===== src/power_mode_map.vh =====
// Register indices, field positions and slot periods of the power mode bank
`ifndef POWER_MODE_MAP_VH
`define POWER_MODE_MAP_VH

// ==========================================
// Register indices (byte address is four times the index)
`define IDX_MASTER_SLOT 8'h95
`define IDX_SLEEP_SLOT 8'h96
`define IDX_BUCK_MODE 8'h97
`define IDX_LDO_MODE_LOW 8'h98

// ==========================================
// Field positions
`define PU_MSB 6
`define PU_LSB 4
`define PD_MSB 2
`define PD_LSB 0
`define ENTRY_MSB 6
`define ENTRY_LSB 4
`define EXIT_MSB 2
`define EXIT_LSB 0
`define SLOT_FIELD_MASK 8'h77

// ==========================================
// Reset values before the factory option load
`define RST_SLOT 8'h00
`define RST_MODE 8'h00

// ==========================================
// Slot periods in microseconds
`define SLOT_US_0 12'd31
`define SLOT_US_1 12'd63
`define SLOT_US_2 12'd127
`define SLOT_US_3 12'd253
`define SLOT_US_4 12'd508
`define SLOT_US_5 12'd984
`define SLOT_US_6 12'd1936
`define SLOT_US_7 12'd3904

// ==========================================
// Mode codes
`define MODE_OFF 2'h0
`define MODE_GLOBAL_LP 2'h1
`define MODE_FORCE_LP 2'h2
`define MODE_FORCE_NORMAL 2'h3
`define SRC_NONE 2'h3

// ==========================================
// Bus answers
`define RESP_OKAY 2'h0
`define RESP_SLVERR 2'h2

`endif


===== src/power_mode_timing_regs.v =====
// Slot period and regulator mode register bank on an AXI4-Lite slave
//
// Contract
// RL1 - Power-down slot code 000..111 selects 31 to 3904 us ascending.
// RL2 - Sleep entry bits 6:4 and exit bits 2:0 select 31 to 3904 us.
// RL3 - Sleep code 011 means 253 us and code 101 means 984 us.
// RL4 - Software writes zero to reserved bits 7 and 3; reads undefined.
// RL5 - Buck mode 00 off, 01 global low power, 10 forced low, 11 normal.
// RL6 - Standalone LDO (source 11) mode 00 is off.
// RL7 - Standalone LDO mode 01 follows the global low-power signal.
// RL8 - Standalone LDO mode 10 is forced low power.
// RL9 - Standalone LDO mode 11 is forced normal.
// RL10 - Sequenced LDO mode 01 on with its sequencer, global low power.
// RL11 - Sequenced LDO mode 10 on with its sequencer, in low power.
// RL12 - Sequenced LDO mode 11 on with its sequencer, in normal mode.
// RL13 - Power-up slot field bits 6:4 uses the same eight periods.
// RL14 - Field reset values load from factory option inputs.
//
// Our own choice: register access over AXI4-Lite.
`include "power_mode_map.vh"

module power_mode_timing_regs (
  // Clock and reset
  input wire clk_in,
  input wire rst_in,
  // Factory option values
  input wire [7:0] opt_master_slot_in,
  input wire [7:0] opt_sleep_slot_in,
  input wire [7:0] opt_buck_mode_in,
  input wire [7:0] opt_ldo_mode_in,
  // Live conditions
  input wire global_lowpower_in,
  input wire [7:0] ldo_sequencer_source_in,
  input wire [2:0] power_sequencer_group_in,
  // AXI4-Lite write address
  input wire [11:0] s_axi_awaddr_in,
  input wire s_axi_awvalid_in,
  output wire s_axi_awready_out,
  // AXI4-Lite write data
  input wire [31:0] s_axi_wdata_in,
  input wire [3:0] s_axi_wstrb_in,
  input wire s_axi_wvalid_in,
  output wire s_axi_wready_out,
  // AXI4-Lite write response
  output reg [1:0] s_axi_bresp_out,
  output reg s_axi_bvalid_out,
  input wire s_axi_bready_in,
  // AXI4-Lite read address
  input wire [11:0] s_axi_araddr_in,
  input wire s_axi_arvalid_in,
  output wire s_axi_arready_out,
  // AXI4-Lite read data
  output reg [31:0] s_axi_rdata_out,
  output reg [1:0] s_axi_rresp_out,
  output reg s_axi_rvalid_out,
  input wire s_axi_rready_in,
  // Slot periods in microseconds
  output reg [11:0] powerup_slot_period_out,
  output reg [11:0] powerdown_slot_period_out,
  output reg [11:0] sleep_entry_slot_period_out,
  output reg [11:0] sleep_exit_slot_period_out,
  // Regulator controls
  output reg [3:0] buck_enable_out,
  output reg [3:0] buck_lowpower_out,
  output reg [3:0] ldo_enable_out,
  output reg [3:0] ldo_lowpower_out
);

  // ==========================================
  // Functions

  function [11:0] slot_period_us;
    input [2:0] code;
    begin
      case (code)
        3'h0: slot_period_us = `SLOT_US_0;
        3'h1: slot_period_us = `SLOT_US_1;
        3'h2: slot_period_us = `SLOT_US_2;
        3'h3: slot_period_us = `SLOT_US_3;
        3'h4: slot_period_us = `SLOT_US_4;
        3'h5: slot_period_us = `SLOT_US_5;
        3'h6: slot_period_us = `SLOT_US_6;
        3'h7: slot_period_us = `SLOT_US_7;
        default: slot_period_us = `SLOT_US_0;
      endcase
    end
  endfunction

  // Byte address to register select, 3'h4 when unmapped
  function [2:0] reg_select;
    input [11:0] addr;
    begin
      if (addr[1:0] != 2'h0) begin
        reg_select = 3'h4;
      end else if (addr[11:2] == {2'h0, `IDX_MASTER_SLOT}) begin
        reg_select = 3'h0;
      end else if (addr[11:2] == {2'h0, `IDX_SLEEP_SLOT}) begin
        reg_select = 3'h1;
      end else if (addr[11:2] == {2'h0, `IDX_BUCK_MODE}) begin
        reg_select = 3'h2;
      end else if (addr[11:2] == {2'h0, `IDX_LDO_MODE_LOW}) begin
        reg_select = 3'h3;
      end else begin
        reg_select = 3'h4;
      end
    end
  endfunction

  // Answer code for a register select
  function [1:0] bus_resp;
    input [2:0] sel;
    begin
      bus_resp = (sel == 3'h4) ? `RESP_SLVERR : `RESP_OKAY;
    end
  endfunction

  // Buck mode field decode
  function buck_enabled;
    input [1:0] field;
    begin
      buck_enabled = (field != `MODE_OFF); // RL5
    end
  endfunction

  function buck_lowpower;
    input [1:0] field;
    input global_lp;
    begin
      buck_lowpower = (field == `MODE_FORCE_LP) ||
        ((field == `MODE_GLOBAL_LP) && global_lp); // RL5
    end
  endfunction

  // ==========================================
  // Register storage

  reg loaded_reg;
  reg [7:0] master_slot_timing_reg;
  reg [7:0] sleep_slot_timing_reg;
  reg [7:0] buck_mode_select_reg;
  reg [7:0] ldo_mode_select_low_reg;

  // ==========================================
  // Write channel capture

  reg aw_held_reg;
  reg [11:0] aw_addr_reg;
  reg w_held_reg;
  reg [7:0] w_data_reg;
  reg w_strb_reg;
  wire do_write;
  wire [2:0] wr_sel;

  assign s_axi_awready_out = loaded_reg & ~aw_held_reg & ~s_axi_bvalid_out;
  assign s_axi_wready_out = loaded_reg & ~w_held_reg & ~s_axi_bvalid_out;
  assign do_write = aw_held_reg & w_held_reg & ~s_axi_bvalid_out;
  assign wr_sel = reg_select(aw_addr_reg);

  always @(posedge clk_in or posedge rst_in) begin
    if (rst_in) begin
      aw_held_reg <= 1'b0;
      aw_addr_reg <= 12'h000;
      w_held_reg <= 1'b0;
      w_data_reg <= 8'h00;
      w_strb_reg <= 1'b0;
      s_axi_bvalid_out <= 1'b0;
      s_axi_bresp_out <= `RESP_OKAY;
    end else begin
      if (s_axi_awvalid_in && s_axi_awready_out) begin
        aw_held_reg <= 1'b1;
        aw_addr_reg <= s_axi_awaddr_in;
      end
      if (s_axi_wvalid_in && s_axi_wready_out) begin
        w_held_reg <= 1'b1;
        w_data_reg <= s_axi_wdata_in[7:0];
        w_strb_reg <= s_axi_wstrb_in[0];
      end
      if (do_write) begin
        aw_held_reg <= 1'b0;
        w_held_reg <= 1'b0;
        s_axi_bvalid_out <= 1'b1;
        s_axi_bresp_out <= bus_resp(wr_sel);
      end else if (s_axi_bvalid_out && s_axi_bready_in) begin
        s_axi_bvalid_out <= 1'b0;
      end
    end
  end

  // ==========================================
  // Register file with one-shot factory load

  always @(posedge clk_in or posedge rst_in) begin
    if (rst_in) begin
      loaded_reg <= 1'b0;
      master_slot_timing_reg <= `RST_SLOT;
      sleep_slot_timing_reg <= `RST_SLOT;
      buck_mode_select_reg <= `RST_MODE;
      ldo_mode_select_low_reg <= `RST_MODE;
    end else if (!loaded_reg) begin
      loaded_reg <= 1'b1;
      master_slot_timing_reg <= opt_master_slot_in & `SLOT_FIELD_MASK; // RL14
      sleep_slot_timing_reg <= opt_sleep_slot_in & `SLOT_FIELD_MASK; // RL14
      buck_mode_select_reg <= opt_buck_mode_in; // RL14
      ldo_mode_select_low_reg <= opt_ldo_mode_in; // RL14
    end else if (do_write && w_strb_reg) begin
      case (wr_sel)
        3'h0: master_slot_timing_reg <= w_data_reg & `SLOT_FIELD_MASK;
        3'h1: sleep_slot_timing_reg <= w_data_reg & `SLOT_FIELD_MASK; // RL4
        3'h2: buck_mode_select_reg <= w_data_reg;
        3'h3: ldo_mode_select_low_reg <= w_data_reg;
        default: begin
        end
      endcase
    end
  end

  // ==========================================
  // Read channel

  wire [2:0] rd_sel;
  reg [7:0] rd_value;

  assign s_axi_arready_out = loaded_reg & ~s_axi_rvalid_out;
  assign rd_sel = reg_select(s_axi_araddr_in);

  always @* begin
    case (rd_sel)
      3'h0: rd_value = master_slot_timing_reg;
      3'h1: rd_value = sleep_slot_timing_reg;
      3'h2: rd_value = buck_mode_select_reg;
      3'h3: rd_value = ldo_mode_select_low_reg;
      default: rd_value = 8'h00;
    endcase
  end

  always @(posedge clk_in or posedge rst_in) begin
    if (rst_in) begin
      s_axi_rvalid_out <= 1'b0;
      s_axi_rdata_out <= 32'h00000000;
      s_axi_rresp_out <= `RESP_OKAY;
    end else if (s_axi_arvalid_in && s_axi_arready_out) begin
      s_axi_rvalid_out <= 1'b1;
      s_axi_rdata_out <= {24'h000000, rd_value};
      s_axi_rresp_out <= bus_resp(rd_sel);
    end else if (s_axi_rvalid_out && s_axi_rready_in) begin
      s_axi_rvalid_out <= 1'b0;
    end
  end

  // ==========================================
  // LDO decoders, LDO0 in bits 7:6 down to LDO3 in bits 1:0

  wire [3:0] ldo_enable_next;
  wire [3:0] ldo_lowpower_next;

  genvar gi;
  generate
    for (gi = 0; gi < 4; gi = gi + 1) begin : ldo_dec
      wire [1:0] mode_field;
      assign mode_field = ldo_mode_select_low_reg[7 - 2 * gi -: 2];
      ldo_mode_decode ldo_mode_decode_i (
        .mode_in(mode_field),
        .source_in(ldo_sequencer_source_in[2 * gi +: 2]),
        .seq_enable_in(power_sequencer_group_in),
        .global_lowpower_in(global_lowpower_in),
        .enable_out(ldo_enable_next[gi]),
        .lowpower_out(ldo_lowpower_next[gi])
      );
    end
  endgenerate

  // ==========================================
  // Registered outputs

  integer i;

  always @(posedge clk_in or posedge rst_in) begin
    if (rst_in) begin
      powerup_slot_period_out <= `SLOT_US_0;
      powerdown_slot_period_out <= `SLOT_US_0;
      sleep_entry_slot_period_out <= `SLOT_US_0;
      sleep_exit_slot_period_out <= `SLOT_US_0;
      buck_enable_out <= 4'h0;
      buck_lowpower_out <= 4'h0;
      ldo_enable_out <= 4'h0;
      ldo_lowpower_out <= 4'h0;
    end else begin
      powerup_slot_period_out <=
        slot_period_us(master_slot_timing_reg[`PU_MSB:`PU_LSB]); // RL13
      powerdown_slot_period_out <=
        slot_period_us(master_slot_timing_reg[`PD_MSB:`PD_LSB]); // RL1
      sleep_entry_slot_period_out <=
        slot_period_us(sleep_slot_timing_reg[`ENTRY_MSB:`ENTRY_LSB]); // RL2 RL3
      sleep_exit_slot_period_out <=
        slot_period_us(sleep_slot_timing_reg[`EXIT_MSB:`EXIT_LSB]); // RL2 RL3
      for (i = 0; i < 4; i = i + 1) begin
        buck_enable_out[i] <= buck_enabled(buck_mode_select_reg[2 * i +: 2]); // RL5
        buck_lowpower_out[i] <=
          buck_lowpower(buck_mode_select_reg[2 * i +: 2], global_lowpower_in); // RL5
      end
      ldo_enable_out <= ldo_enable_next;
      ldo_lowpower_out <= ldo_lowpower_next;
    end
  end

endmodule


===== src/ldo_mode_decode.v =====
// Decodes one LDO mode field against its sequencer source selection
`include "power_mode_map.vh"

module ldo_mode_decode (
  // Configuration
  input wire [1:0] mode_in,
  input wire [1:0] source_in,
  // Live conditions
  input wire [2:0] seq_enable_in,
  input wire global_lowpower_in,
  // Regulator control
  output reg enable_out,
  output reg lowpower_out
);

  wire standalone;
  wire [3:0] seq_table;
  wire seq_on;

  // Padded so the source index never leaves the table
  assign seq_table = {1'b0, seq_enable_in};
  assign standalone = (source_in == `SRC_NONE);
  assign seq_on = standalone ? 1'b1 : seq_table[source_in];

  always @* begin
    enable_out = 1'b0;
    lowpower_out = 1'b0;
    case (mode_in)
      `MODE_OFF: begin
        enable_out = 1'b0; // RL6
      end
      `MODE_GLOBAL_LP: begin
        enable_out = seq_on; // RL7 RL10
        lowpower_out = seq_on & global_lowpower_in; // RL7 RL10
      end
      `MODE_FORCE_LP: begin
        enable_out = seq_on; // RL8 RL11
        lowpower_out = seq_on; // RL8 RL11
      end
      `MODE_FORCE_NORMAL: begin
        enable_out = seq_on; // RL9 RL12
        lowpower_out = 1'b0; // RL9 RL12
      end
      default: begin
        enable_out = 1'b0;
      end
    endcase
  end

endmodule


===== config.mk =====
export PLATFORM = sky130hd
export DESIGN_NAME = power_mode_timing_regs
export DESIGN_NICKNAME = d
export VERILOG_FILES = /design/src/power_mode_timing_regs.v /design/src/ldo_mode_decode.v
export VERILOG_INCLUDE_DIRS = /design/src /design/src/src
export SDC_FILE = /design/constraint.sdc
export NUM_CORES = 1
export LEC_CHECK = 0
export BUFFER_PORTS_ARGS = -buffer_cell sky130_fd_sc_hd__buf_2
export CORE_ASPECT_RATIO = 0.5
export CORE_UTILIZATION = 52
export DETAILED_ROUTE_END_ITERATION = 8
export HOLD_SLACK_MARGIN = 0.03
export MAX_ROUTING_LAYER = met4
export PLACE_DENSITY = 0.95
export SKIP_CTS_REPAIR_TIMING = 1
export SYNTH_ARGS = -nofsm -noshare
export SYNTH_HDL_FRONTEND = slang
export SYNTH_SLANG_ARGS = --single-unit
export TNS_END_PERCENT = 20

===== constraint.sdc =====
create_clock -name clk_in -period 6.05 [get_ports clk_in]
set_input_delay 0.9075 -clock clk_in [delete_from_list [all_inputs] [get_ports clk_in]]
set_output_delay 0.9075 -clock clk_in [all_outputs]
set_load 0.01 [all_outputs]

==> impl_metrics.csv <==
group,metric,value,unit
status,status,"completed",
routing,vias_per_cell,5.31,
routing,vias,4211,
routing,drt-pass1-iter-count,4,
flow_run,drv_cap,0,
grt,grt_use_total,0.261,
cts,cts_buffers,17,
layout,final_nets,762,
yosys,synthDistinctLibCells,42,
power,leakagePower,0.00352,µW
yosys,seq_area_frac_synth,0.588,
place,dp_hpwl,8.95,mm
timing,hold_viol,0,
grt,grt_pass1_wl,20.6,mm
critical_path,cp_max_fo,58,
floorplanning,row_count,26,
cts,cts-root-buf,"clkbuf_16",
routing,wl,13.3,mm
timing,tightest_slew,0.958,ns
floorplanning,die_w,147,µm
yosys,synth_seq_cells,128,
cts,max-clock-path-buffers,2,
timing,fin_crit_sh,0.483,
floorplanning,coreArea,10200,µm²
power,power_per_cell_area,373,nW/µm²
timing,fmax,342,MHz
timing,setup_viol,0,
floorplanning,dieArea,11000,µm²
critical_path,endpoint_kind,"primary output",
yosys,synth_top_area_share,0.493,
yosys,synthArstFlopShare,1.00,
critical_path,crit_type,"register to primary output",
routing,post_drt_wl_per_cell,16.7,µm
timing,slew_viol_final,0,
yosys,synthesis.area,5490,µm²
timing,max_slew_margin,0.361,
grt,antenna_found_initial,1,
min_path,min_path_type,"register to register",
yosys,synth_area_leaders,"dfrtp_1 (49%), dfstp_2 (9.6%), mux2i_1 (6.8%)",
grt,grt_max_degree,79,
layout,syn_to_final_growth,25.7,%
timing,rsz0062_at_grt,"no",
yosys,synth_edf_count,0,
routing,drcViolationCount,0,
routing,ant_nets,0,
yosys,yosysTopAreaCell,"dfrtp_1",
place,numPortBuffers,158,
cts,clk_latency,0.41,ns
place,gp_congestion,0.851,
layout,drive_gt1_frac,0.379,
grt,grt_overflow_total,0,
grt,first_global_vias,4282,
layout,finish.utilization,0.675,
cts,cts_max_level,4,
power,vdd_drop_max,244,µV
timing,fin_skew,0.00786,ns
yosys,avgSynthCellArea,11.5,µm²
yosys,syn_inst,479,
timing,fin_setup_tns,0,ns
yosys,synth.top_cells.by_count,"dfrtp_1 (108), nor2_1 (74), a21oi_1 (37), mux2i_1 (37)",
yosys,synth.most_common_cell,"dfrtp_1",
cts,cts_num_sinks,128,
cts,cts_tree,"done",
critical_path,crit_required,5.14,ns
routing,drt_iter0_drc,181,
timing,fin_crit,2.92,ns
yosys,synth_ff_type,"dfrtp_1",
cts,clk_pin_slew,0.06,ns
floorplanning,pin_count,216,
yosys,yosys_warnings,0,
floorplanning,die_h,74.6,µm
critical_path,cp.arrival,2.02,ns
critical_path,start_kind,"register",
floorplanning,start_util,0.537,
-- cell type report --
class | instances | area [µm²]
Clock buffer | 17 | 425
Inverter | 27 | 104
Sequential cell | 128 | 3230
Tap cell | 140 | 175
Fill cell | 734 | 3320
Timing Repair Buffer | 159 | 798
Multi-Input combinational cell | 306 | 1980
Clock inverter | 15 | 175
Antenna cell | 1 | 2.50
-- critical path, cell delays in order (launching register included) --
cell and delay, ns:
dfrtp_2 1.00, nand2b_1 0.26, nor2_1 0.18, buf_2 0.15
-- per-layer routing --
metal | vias up | global-route usage | routed length (µm)
met1 | 2061 | 0.287 | 5120
met4 | 0 | 0.184 | 641
met3 | 55 | 0.0636 | 800
met5 | - | - | 0
li1 | 1899 | - | -
met2 | 196 | 0.434 | 6690
-- final timing paths --
path | start | endpoint | slack [ns] | cells past startpoint
setup / recovery | loaded_reg | s_axi_wready_out | 3.13 | 3
hold / removal | s_axi_rdata_out[1] | s_axi_rdata_out[1] | 0.49 | 2
setup reg to reg | loaded_reg | aw_addr_reg[9] | 3.40 | 3
hold reg to reg | s_axi_rdata_out[1] | s_axi_rdata_out[1] | 0.49 | 2
max in group asynchronous | rst_in | ldo_mode_select_low_reg[5] | 4.14 | 3
min in group asynchronous | rst_in | buck_enable_out[1] | 0.69 | 2
-- per-stage QoR --
stage	area [µm²]	total power (µW)	cells	setup slack (ns)	hold WS, ns
3_3_place_gp	6290	1500	760	3.49	0.459
4_1_cts	6890	2590	792	3.17	0.479
5_1_grt	6890	2680	793	3.02	0.516
3_5_place_dp	6290	1540	760	3.42	0.465
6_report	6890	2570	793	3.13	0.485
2_1_floorplan	5580	1390	504	1.76	0.352
-- layout by cell type (no fill, tap or decap), types with 2 or more instances in the layout --
cell type  instances
mux2_2            25
dfrtp_1          107
nor4b_2            2
clkbuf_16         17
and3_1             4
and4b_1            2
mux2i_1           37
and3b_1            2
and2_1             2
a21oi_1           37
nand4_1            2
clkinv_4           4
conb_1            27
nor3b_1            5
nand2b_1           2
buf_2            158
nor4bb_1           3
inv_8              2
nor2_1            74
o21ai_0           17
inv_6              6
or2_2              4
ha_1              12
dfstp_2           20
nor2b_1            2
a32oi_1            2
bufinv_16          2
inv_1             26
nand2_1           22
a221oi_1           5
nor3_1             4
-- power by group --
part / switching (µW) / internal [µW]
registers: 138 / 1010
clock network: 416 / 622
logic: 194 / 192
total: 748 / 1820
-- logic make-up after synthesis --
kind of cell	after synthesis	share of synthesized area
mux	62	0.119
fa+ha+maj	12	0.0274
buf+inv	70	0.0670
compound gates	67	0.0693
simple gates	138	0.128
other cells	2	0.00137
flops	128	0.588
Note: power is estimated with default switching activity, not from simulation.
